[config.mk]
export PLATFORM = sky130hd
export DESIGN_NAME = baf_burst_framer
export DESIGN_NICKNAME = d
export VERILOG_FILES = /design/src/logic/baf_pkg.sv /design/src/logic/baf_burst_framer.sv /design/src/logic/baf_identity_match.sv
export SDC_FILE = /design/constraint.sdc
export NUM_CORES = 2
export LEC_CHECK = 0
export ABC_CLOCK_PERIOD_IN_PS = 2600
export BUFFER_PORTS_ARGS = -buffer_cell sky130_fd_sc_hd__buf_4
export CORE_ASPECT_RATIO = 0.75
export CORE_UTILIZATION = 45
export CTS_BUF_LIST = sky130_fd_sc_hd__clkbuf_2
export DETAILED_ROUTE_END_ITERATION = 8
export GPL_TIMING_DRIVEN = 0
export SLEW_MARGIN = 5
export SYNTH_ARGS = -nofsm -noshare
export SYNTH_HDL_FRONTEND = slang
export SYNTH_SLANG_ARGS = --single-unit
[constraint.sdc]
create_clock -name clock -period 2.6 [get_ports clock]
set_input_delay 0.13 -clock clock [delete_from_list [all_inputs] [get_ports clock]]
set_output_delay 0.13 -clock clock [all_outputs]
set_load 0.02 [all_outputs]
[src/logic/baf_pkg.sv]
// Purpose: Shared constants, types and decoders for the burst address and block format logic
// Assumes: One 100 MHz clock; host data words are 16 bits wide
// Notes:   Header field positions follow the over-air packing of the header block
package baf_pkg;

  localparam int WORD_W     = 16;
  localparam int ID_W       = 24;
  localparam int BCD_W      = 32;
  localparam int BCD_DIGITS = 7;
  localparam int SYNC_W     = 24;

  // Modem configuration bit positions
  localparam int CFG_ADDR_CHECK_BIT = 10;
  localparam int CFG_BCD_BIT        = 11;
  localparam int CFG_BEACON_BIT     = 12;

  // Low byte of data word zero
  localparam int TCOUNT_LSB = 6;
  localparam int KIND_LSB   = 4;
  localparam int BYTES_LSB  = 0;

  // Header fields
  localparam int CALLED_HI_LSB    = 8;
  localparam int CALLED_LO_LSB    = 12;
  localparam int COMM_MODE_LSB    = 1;
  localparam int COMM_FORMAT_LSB  = 13;
  localparam int INFO_TYPE_LSB    = 8;
  localparam int LENGTH_CODE_LSB  = 4;
  localparam int PACKETS_CODE_LSB = 0;

  localparam logic [1:0] FORMAT_PEER     = 2'h0;
  localparam logic [1:0] FORMAT_CALL_ALL = 2'h1;
  localparam logic [3:0] LENGTH_CODE_288  = 4'h0;
  localparam logic [3:0] LENGTH_CODE_1440 = 4'h3;
  localparam logic [7:0] BLOCKS_288  = 8'h04;
  localparam logic [7:0] BLOCKS_1440 = 8'h14;

  localparam logic [3:0] PAYLOAD_BYTES       = 4'h9;
  localparam logic [3:0] PAYLOAD_BYTES_TYPE2 = 4'h5;

  // Over-air and uncoded bit counts per block kind
  localparam logic [7:0] AIR_HEADER   = 8'd120;
  localparam logic [7:0] AIR_BLOCK    = 8'd72;
  localparam logic [7:0] AIR_END      = 8'd36;
  localparam logic [7:0] RAW_HEADER   = 8'd72;
  localparam logic [7:0] RAW_PAYLOAD  = 8'd72;
  localparam logic [7:0] RAW_TYPE2    = 8'd40;
  localparam logic [7:0] RAW_BEACON   = 8'd17;
  localparam logic [7:0] RAW_CONTROL  = 8'd41;
  localparam logic [7:0] RAW_END      = 8'd17;

  localparam logic [15:0] RESET_WORD = 16'h0000;

  typedef enum logic [1:0] {
    BLK_HEADER  = 2'h0,
    BLK_PAYLOAD = 2'h1,
    BLK_CONTROL = 2'h2,
    BLK_END     = 2'h3
  } baf_kind_type;

  typedef struct packed {
    logic [WORD_W-1:0] w4;
    logic [WORD_W-1:0] w3;
    logic [WORD_W-1:0] w2;
    logic [WORD_W-1:0] w1;
    logic [WORD_W-1:0] w0;
  } baf_block_type;

  typedef struct packed {
    logic [7:0] over_air;
    logic [7:0] uncoded;
  } baf_size_type;

  // Binary to eight BCD digits by shift and add-three
  function automatic logic [BCD_W-1:0] baf_to_bcd(input logic [ID_W-1:0] bin);
    logic [BCD_W-1:0] bcd;
    bcd = '0;
    for (int i = ID_W - 1; i >= 0; i--) begin
      for (int d = 0; d < 8; d++) begin
        if (bcd[4*d +: 4] > 4'h4) begin
          bcd[4*d +: 4] = bcd[4*d +: 4] + 4'h3;
        end
      end
      bcd = {bcd[BCD_W-2:0], bin[i]};
    end
    return bcd;
  endfunction : baf_to_bcd

  function automatic baf_size_type baf_block_size(input logic [1:0] kind,
                                                   input logic       beacon,
                                                   input logic       type2);
    baf_size_type s;
    s.over_air = AIR_BLOCK;
    s.uncoded  = RAW_PAYLOAD;
    unique case (kind)
      BLK_HEADER: begin
        s.over_air = AIR_HEADER;
        s.uncoded  = RAW_HEADER;
      end
      BLK_PAYLOAD: s.uncoded = beacon ? RAW_BEACON : (type2 ? RAW_TYPE2 : RAW_PAYLOAD);
      BLK_CONTROL: s.uncoded = RAW_CONTROL;
      BLK_END: begin
        s.over_air = AIR_END;
        s.uncoded  = RAW_END;
      end
    endcase
    return s;
  endfunction : baf_block_size

endpackage : baf_pkg

[src/logic/baf_burst_framer.sv]
// Purpose: Address filtering, block kind handling and host data words for a 4FSK framer
// Assumes: Demodulator and host logic run on the same clock; one block per pulse
// Notes:   Host reads are registered, so read data lags the index by one cycle
`timescale 1ns/100ps
module baf_burst_framer
  import baf_pkg::*;
#(
  parameter logic [SYNC_W-1:0] NORMAL_SYNC = 24'h0000_00
)
(
  // Clock and reset
  input  wire logic                clock,
  input  wire logic                reset_n,
  // Configuration
  input  wire logic [WORD_W-1:0]   modem_config,
  input  wire logic [ID_W-1:0]     local_identity_a,
  input  wire logic [ID_W-1:0]     local_identity_b,
  input  wire logic                payload_type2,
  // Host data word port
  input  wire logic                host_write,
  input  wire logic [2:0]          host_write_index,
  input  wire logic [WORD_W-1:0]   host_write_data,
  input  wire logic                host_read_rx,
  input  wire logic [2:0]          host_read_index,
  output logic [WORD_W-1:0]        host_read_data,
  // Demodulator side
  input  wire logic                rx_sync_valid,
  input  wire logic [SYNC_W-1:0]   rx_sync_word,
  input  wire logic                rx_block_valid,
  input  wire logic [1:0]          rx_block_kind,
  input  wire baf_block_type       rx_block,
  // Receive status
  output logic                     rx_data_ready,
  output logic                     rx_burst_rejected,
  output logic                     packet_burst,
  output baf_size_type             rx_block_size,
  // Transmit side
  output logic                     tx_block_valid,
  output baf_block_type            tx_block,
  output baf_size_type             tx_block_size,
  output logic                     tx_sequence_error,
  output logic                     tx_size_error,
  output logic                     beacon_channel
);

  ////////////////////////////////////////////////////////////////////////////
  typedef enum logic [4:0] {
    ST_IDLE    = 5'b00001,
    ST_HEADER  = 5'b00010,
    ST_TRAFFIC = 5'b00100,
    ST_PACKET  = 5'b01000,
    ST_DISCARD = 5'b10000
  } baf_state_type;

  baf_state_type state_reg, state_next;
  baf_block_type tx_words_reg, rx_words_reg;
  logic [1:0]    rx_count_reg;
  logic [7:0]    blocks_left_reg, blocks_left_next;
  logic          packet_reg, packet_next;
  logic          rx_write_next, reject_next;

  ////////////////////////////////////////////////////////////////////////////
  // Configuration decode
  wire logic check_enable = modem_config[CFG_ADDR_CHECK_BIT];
  wire logic bcd_mode     = modem_config[CFG_BCD_BIT];
  wire logic beacon_mode  = modem_config[CFG_BEACON_BIT];

  // Sync classification; anything else is not a burst start
  wire logic sync_normal = rx_sync_valid && rx_sync_word == NORMAL_SYNC;
  wire logic sync_packet = rx_sync_valid && rx_sync_word == ~NORMAL_SYNC;

  // Header field extraction
  wire logic [ID_W-1:0] destination_identity = {rx_block.w0[CALLED_HI_LSB +: 4],
                                                rx_block.w1,
                                                rx_block.w2[CALLED_LO_LSB +: 4]};
  wire logic [1:0] comm_format          = rx_block.w4[COMM_FORMAT_LSB +: 2];
  wire logic [3:0] packet_length_code   = rx_block.w4[LENGTH_CODE_LSB +: 4];
  wire logic [3:0] packets_per_burst_code = rx_block.w4[PACKETS_CODE_LSB +: 4];

  ////////////////////////////////////////////////////////////////////////////
  // Identity comparison against both local identities
  logic [1:0]           id_match;

  generate
    for (genvar g = 0; g < 2; g++) begin : gen_match
      baf_identity_match u_match (
        .local_identity       (g == 0 ? local_identity_a : local_identity_b),
        .destination_identity (destination_identity),
        .bcd_mode             (bcd_mode),
        .match                (id_match[g])
      );
    end
  endgenerate

  wire logic call_all       = comm_format == FORMAT_CALL_ALL;
  wire logic address_ok     = call_all || !check_enable || (|id_match);
  wire logic length_ok      = packet_length_code == LENGTH_CODE_288 ||
                              packet_length_code == LENGTH_CODE_1440;
  wire logic [7:0] per_packet = packet_length_code == LENGTH_CODE_1440 ? BLOCKS_1440
                                                                        : BLOCKS_288;
  wire logic [7:0] packet_blocks = 8'(per_packet * ({4'h0, packets_per_burst_code} + 8'h01));

  ////////////////////////////////////////////////////////////////////////////
  // Receive burst sequencing
  always_comb begin
    state_next       = state_reg;
    blocks_left_next = blocks_left_reg;
    packet_next      = packet_reg;
    rx_write_next    = 1'b0;
    reject_next      = 1'b0;
    if (sync_normal || sync_packet) begin
      state_next  = ST_HEADER;
      packet_next = sync_packet;
    end else if (rx_block_valid) begin
      unique case (state_reg)
        ST_IDLE, ST_DISCARD: begin
          // Blocks outside an accepted burst never reach the host
        end
        ST_HEADER: begin
          if (rx_block_kind != BLK_HEADER) begin
            state_next = ST_DISCARD;
          end else if (address_ok && (!packet_reg || length_ok)) begin
            rx_write_next    = 1'b1;
            blocks_left_next = packet_blocks;
            state_next       = packet_reg ? ST_PACKET : ST_TRAFFIC;
          end else begin
            reject_next = 1'b1;
            state_next  = ST_DISCARD;
          end
        end
        ST_TRAFFIC: begin
          rx_write_next = 1'b1;
          if (rx_block_kind == BLK_END) begin
            state_next = ST_IDLE;
          end
        end
        ST_PACKET: begin
          // Header control fields are ignored here; only the packet framing counts
          if (rx_block_kind == BLK_END) begin
            rx_write_next = 1'b1;
            state_next    = ST_IDLE;
          end else if (rx_block_kind == BLK_PAYLOAD) begin
            if (blocks_left_reg != 8'h00) begin
              rx_write_next    = 1'b1;
              blocks_left_next = blocks_left_reg - 8'h01;
            end
          end else begin
            rx_write_next = 1'b1;
          end
        end
        default: state_next = ST_IDLE;
      endcase
    end
  end

  always_ff @(posedge clock or negedge reset_n) begin
    if (!reset_n) begin
      state_reg       <= ST_IDLE;
      blocks_left_reg <= 8'h00;
      packet_reg      <= 1'b0;
    end else begin
      state_reg       <= state_next;
      blocks_left_reg <= blocks_left_next;
      packet_reg      <= packet_next;
    end
  end

  ////////////////////////////////////////////////////////////////////////////
  // Receive data words; counter advances on every device write
  wire logic [1:0] rx_count_next = rx_count_reg + 2'h1;

  always_ff @(posedge clock or negedge reset_n) begin
    if (!reset_n) begin
      rx_words_reg      <= '0;
      rx_count_reg      <= 2'h0;
      rx_data_ready     <= 1'b0;
      rx_burst_rejected <= 1'b0;
      rx_block_size     <= '0;
    end else begin
      rx_data_ready     <= rx_write_next;
      rx_burst_rejected <= reject_next;
      if (rx_write_next) begin
        rx_count_reg  <= rx_count_next;
        rx_words_reg  <= rx_block;
        rx_words_reg.w0[TCOUNT_LSB +: 2] <= rx_count_next;
        rx_words_reg.w0[KIND_LSB +: 2]   <= rx_block_kind;
        rx_block_size <= baf_block_size(rx_block_kind, beacon_mode, payload_type2);
      end
    end
  end

  ////////////////////////////////////////////////////////////////////////////
  // Transmit data words; a counter change in word zero marks a new block
  wire logic       tx_word0_write = host_write && host_write_index == 3'h0;
  wire logic [1:0] tx_count_old   = tx_words_reg.w0[TCOUNT_LSB +: 2];
  wire logic [1:0] tx_count_new   = host_write_data[TCOUNT_LSB +: 2];
  wire logic [1:0] tx_kind_new    = host_write_data[KIND_LSB +: 2];
  wire logic [3:0] tx_bytes_new   = host_write_data[BYTES_LSB +: 4];
  wire logic       tx_new_block   = tx_word0_write && tx_count_new != tx_count_old;
  wire logic [3:0] payload_unit   = payload_type2 ? PAYLOAD_BYTES_TYPE2 : PAYLOAD_BYTES;
  wire logic       tx_bad_size    = !beacon_mode && tx_kind_new == BLK_PAYLOAD &&
                                    tx_bytes_new != payload_unit;

  always_ff @(posedge clock or negedge reset_n) begin
    if (!reset_n) begin
      tx_words_reg <= '0;
    end else if (host_write) begin
      unique case (host_write_index)
        3'h0:    tx_words_reg.w0 <= host_write_data;
        3'h1:    tx_words_reg.w1 <= host_write_data;
        3'h2:    tx_words_reg.w2 <= host_write_data;
        3'h3:    tx_words_reg.w3 <= host_write_data;
        3'h4:    tx_words_reg.w4 <= host_write_data;
        default: ;
      endcase
    end
  end

  always_ff @(posedge clock or negedge reset_n) begin
    if (!reset_n) begin
      tx_block_valid    <= 1'b0;
      tx_block          <= '0;
      tx_block_size     <= '0;
      tx_sequence_error <= 1'b0;
      tx_size_error     <= 1'b0;
    end else begin
      tx_block_valid    <= tx_new_block;
      tx_sequence_error <= tx_new_block && tx_count_new != tx_count_old + 2'h1;
      tx_size_error     <= tx_new_block && tx_bad_size;
      if (tx_new_block) begin
        tx_block    <= tx_words_reg;
        tx_block.w0 <= host_write_data;
        tx_block_size <= baf_block_size(tx_kind_new, beacon_mode, payload_type2);
      end
    end
  end

  ////////////////////////////////////////////////////////////////////////////
  // Host read path and status levels
  wire baf_block_type read_words = host_read_rx ? rx_words_reg : tx_words_reg;
  wire logic [WORD_W-1:0] read_word = host_read_index == 3'h0 ? read_words.w0 :
                                      host_read_index == 3'h1 ? read_words.w1 :
                                      host_read_index == 3'h2 ? read_words.w2 :
                                      host_read_index == 3'h3 ? read_words.w3 :
                                      host_read_index == 3'h4 ? read_words.w4 : RESET_WORD;

  always_ff @(posedge clock or negedge reset_n) begin
    if (!reset_n) begin
      host_read_data <= RESET_WORD;
      packet_burst   <= 1'b0;
      beacon_channel <= 1'b0;
    end else begin
      host_read_data <= read_word;
      packet_burst   <= packet_next && state_next != ST_IDLE;
      beacon_channel <= beacon_mode;
    end
  end

endmodule : baf_burst_framer

[src/logic/baf_identity_match.sv]
// Purpose: Compares one local identity with a received destination identity
// Assumes: Pure combinational; caller feeds the result into its next-state logic
// Notes:   In decimal mode any nonzero eighth digit marks a wildcard address
`timescale 1ns/100ps
module baf_identity_match
  import baf_pkg::*;
(
  // Identities
  input  wire logic [ID_W-1:0] local_identity,
  input  wire logic [ID_W-1:0] destination_identity,
  // Mode
  input  wire logic            bcd_mode,
  // Result
  output logic                 match
);

  wire logic [BCD_W-1:0] own_digits  = baf_to_bcd(local_identity);
  wire logic [BCD_W-1:0] dest_digits = baf_to_bcd(destination_identity);
  wire logic [3:0]       wild_count  = dest_digits[27:24];
  wire logic             wild_form   = dest_digits[31:28] != 4'h0;
  // Lowest one to four digits wild, or six for the ten all-call forms
  wire logic             wild_legal  = (wild_count >= 4'h1 && wild_count <= 4'h4) ||
                                       wild_count == 4'h6;
  logic                  digits_equal;

  always_comb begin
    digits_equal = 1'b1;
    for (int k = 0; k < BCD_DIGITS; k++) begin
      if (!wild_form) begin
        if (own_digits[4*k +: 4] != dest_digits[4*k +: 4]) begin
          digits_equal = 1'b0;
        end
      end else if (k >= int'(wild_count)) begin
        if (own_digits[4*k +: 4] != dest_digits[4*(k - int'(wild_count)) +: 4]) begin
          digits_equal = 1'b0;
        end
      end
    end
  end

  assign match = bcd_mode ? (digits_equal && (!wild_form || wild_legal))
                          : (local_identity == destination_identity);

endmodule : baf_identity_match

==> impl_metrics.tcl <==
set metrics [dict create \
    run_status "complete, but fails checks" \
    failed_checks "negative setup slack" \
    cts_buffer_depth 3 \
    holdCritStartpoint "host_write_data[8]" \
    avgSynthCellArea_sq_um 7.70 \
    rr_endpoint "rx_words_reg[77]$_DFFE_PN0P_" \
    timing.rr.start "blocks_left_reg[4]$_DFFE_PN0P_" \
    drt_iter0_markers 5358 \
    final_period_minus_worst_setup_slack_ps 18530 \
    synth.ff_latch_count 295 \
    synth_enable_flop_cells 0 \
    drive_gt1_share_pct 32.7 \
    design.core.area_sq_mm 0.114 \
    syn_to_final_growth_pct 37.7 \
    clock_tree.root_cell "sky130_fd_sc_hd__clkbuf_2" \
    floorplan.die.height_um 297 \
    worst_ep_required_time_ps 3450 \
    finalWirelength_mm 194 \
    critical_path.startpoint_type "input port" \
    worst_setup_hold_path_clk_slew_ps 120 \
    worst-path-buf-inv 19 \
    hold_ws_ps 62.9 \
    critPathTopFamily "compound AO/OA/AOI/OAI gates" \
    nNetsFinal 8614 \
    worst_hold_path_type "in -> reg" \
    unique_cell_type_count_in_the_yosys_netlist 141 \
    synth_seq_area_share_pct 14.1 \
    rows 107 \
    worst_clock_skew_ps 114 \
    grt_overflow 0 \
    drt-wirelength-per-cell_um 20.3 \
    worst_pin_slew_ps 1290 \
    placement.io_buffers 292 \
    post-route-util_pct 63.0 \
    final_max_slew_viol_count 0 \
    netlist_area_sq_mm 0.0524 \
    cts_buffer_count 66 \
    clk_latency_ps 1050 \
    worst-r2r-cell-count 9 \
    dominantRegCellSynth "sky130_fd_sc_hd__dfrtp_1" \
    grt_start_max_net_pins 93 \
    htree_num_levels 3 \
    track_usage_pct 30.7 \
    max_stage_delay_ps 550 \
    total_number_of_clock_tree_sinks 295 \
    maxClockFrequency_mhz 54.0 \
    synth-warning-count 0 \
    arrival_time_worst_endpoint_ps 19370 \
    totalNegativeSetupSlack_ps -1631230 \
    post-route-worst-setup-slack_ps -15930 \
    report.final.setup_viol 103 \
    fp.dieArea_sq_mm 0.118 \
    hold-path-cell-count 3 \
    hold-path-endpoint "tx_words_reg[56]$_DFFE_PN0P_" \
    maxCapViolCount 0 \
    rsz_0062_raised_after_global_routing "yes" \
    final_min_period_over_clock_period_pct 713 \
    critPathCaptureType "flop" \
    synthArstFlopShare_pct 100 \
    floorplan.initialDensity_pct 45.7 \
    global_route_wire_length_before_repair_mm 300 \
    critPathMaxFanout 6 \
    post-place-ws_ps -21430 \
    ant_nets 0 \
    via_count 58800 \
    timing_worst_setup_path_type "in -> reg" \
    tritoncts "done" \
    reg2reg_setup_slack_ps -200 \
    synthesis.instances 6796 \
    vias_in_the_first_global_route 55300 \
    drt-pass1-iter-count 7 \
    dpl.hpwl_mm 138 \
    grt_antenna_before_repair 24 \
    critical-path-top-cell-by-count "sky130_fd_sc_hd__ha_4" \
    avgViaCountPerCell 6.16 \
    worst_slew_margin_pct 12.8 \
    drt_drc_violations_left 0 \
    cpMaxStageDelayCell "sky130_fd_sc_hd__or4_4" \
    globalplace.congestion 0.989 \
    chipWidth_um 396 \
    ios 334 \
    final_report_hold_violation_count 0 \
]
-- placed cells by master (no fill, tap or decap), types with 54 or more instances in the layout --
master and n:
sky130_fd_sc_hd__buf_4 903, sky130_fd_sc_hd__nand2_1 666, sky130_fd_sc_hd__nor2_1 439, sky130_fd_sc_hd__a21oi_1 354, sky130_fd_sc_hd__ha_1 319, sky130_fd_sc_hd__inv_1 307
sky130_fd_sc_hd__dfrtp_1 294, sky130_fd_sc_hd__mux2i_1 239, sky130_fd_sc_hd__dlygate4sd3_1 205, sky130_fd_sc_hd__o21ai_0 197, sky130_fd_sc_hd__nor3_1 188, sky130_fd_sc_hd__nand3_1 176
sky130_fd_sc_hd__xnor2_1 175, sky130_fd_sc_hd__mux2_2 168, sky130_fd_sc_hd__clkbuf_2 120, sky130_fd_sc_hd__clkbuf_1 88, sky130_fd_sc_hd__nand4_1 88, sky130_fd_sc_hd__a21o_1 88
sky130_fd_sc_hd__o211ai_1 84, sky130_fd_sc_hd__mux2_4 80, sky130_fd_sc_hd__a211oi_1 80, sky130_fd_sc_hd__o22ai_1 74, sky130_fd_sc_hd__xor2_1 74, sky130_fd_sc_hd__and2_1 72
sky130_fd_sc_hd__nand2b_1 71, sky130_fd_sc_hd__ha_2 69, sky130_fd_sc_hd__ha_4 69, sky130_fd_sc_hd__mux2i_2 68, sky130_fd_sc_hd__xnor2_2 65, sky130_fd_sc_hd__nor4_1 62
sky130_fd_sc_hd__a21oi_2 60, sky130_fd_sc_hd__o21a_1 58, sky130_fd_sc_hd__or3_1 57, sky130_fd_sc_hd__nor2_2 54
-- worst max-delay path by stage --
stage,startpoint,end,cells past startpoint
2_1_floorplan,local_identity_a[22],rx_words_reg[74]$_DFFE_PN0P_,110
4_1_cts,local_identity_a[21],rx_words_reg[77]$_DFFE_PN0P_,116
6_report,local_identity_a[22],rx_words_reg[77]$_DFFE_PN0P_,109
3_3_place_gp,rx_block[9],rx_words_reg[75]$_DFFE_PN0P_,95
5_1_grt,local_identity_a[22],rx_words_reg[77]$_DFFE_PN0P_,106
3_5_place_dp,rx_block[9],rx_words_reg[77]$_DFFE_PN0P_,95
-- per-layer routing --
layer | GRT usage [%] | wire [um] | up-vias
met3 | 5.65 | 14600 | 297
li1 | - | - | 27900
met2 | 48.5 | 87300 | 2094
met5 | 0 | 72 | -
met4 | 6.84 | 4410 | 14
met1 | 43.0 | 87900 | 28500
-- cell usage after synthesis, types with 91 or more instances --
cell type                  count  share of area [%]
sky130_fd_sc_hd__a211oi_1    109                1.6
sky130_fd_sc_hd__xnor2_1     263                4.4
sky130_fd_sc_hd__clkbuf_1    142                1.0
sky130_fd_sc_hd__xor2_1      116                1.9
sky130_fd_sc_hd__nand2_1     693                5.0
sky130_fd_sc_hd__inv_1       357                2.6
sky130_fd_sc_hd__nor3_1      221                2.1
sky130_fd_sc_hd__mux2_2      194                4.2
sky130_fd_sc_hd__a21o_1       91                1.3
sky130_fd_sc_hd__nand3_1     191                1.8
sky130_fd_sc_hd__dfrtp_1     294                 14
sky130_fd_sc_hd__o21ai_0     248                2.4
sky130_fd_sc_hd__ha_1        457                 11
sky130_fd_sc_hd__mux2i_1     348                6.7
sky130_fd_sc_hd__a21oi_1     447                4.3
sky130_fd_sc_hd__nor2_1      507                3.6
-- cell type report --
type                       instances  area, sq um
antenna                           11         27.5
buffer                           247         1500
clock buffer                     102          510
clock inverter                    16          178
fill                            9799        42400
inverter                         364         1410
multi-input combinational       5880        50000
sequential                       295         7380
tap                             1526         1910
timing repair buffer            1104         9130
-- per-stage QoR --
step | area, sq um | cells
2_1_floorplan | 54500 | 6807
3_3_place_gp | 58600 | 8625
3_5_place_dp | 58700 | 8628
4_1_cts | 68600 | 9367
5_1_grt | 72100 | 9543
6_report | 72100 | 9545
-- repair_timing --
action,in CTS,in global routing
pin swaps,312,245
cloned,1,3
hold buffers,204,2
setup buffers,429,170
setup endpoints to repair,123,130
gates resized for setup,787,434
endpoints found under the hold margin,449,2
-- kinds of logic (layout without fill, tap and decap cells) --
logic type / after synthesis / in the layout / share of synthesized area, %
simple gates: 2330 / 2330 / 21.8
compound gates: 2044 / 2044 / 28.0
mux: 645 / 645 / 13.3
buf+inv: 632 / 1833 / 5.04
fa+ha+maj: 459 / 459 / 11.0
xor+xnor: 390 / 390 / 6.73
flops: 295 / 295 / 14.1
other cells: 1 / 23 / 0.00716
-- worst register-to-register path, delay by kind of cell (launching register included) --
family	cells	cell delay [ps]
DFF	1	450
buffers and inverters	3	420
AOI/OAI and AO/OA	2	320
muxes	1	300
and+or+nand+nor	3	1180
Power is not shown: default switching activity piles up to over one toggle a cycle in this logic, so the estimate is an artifact.
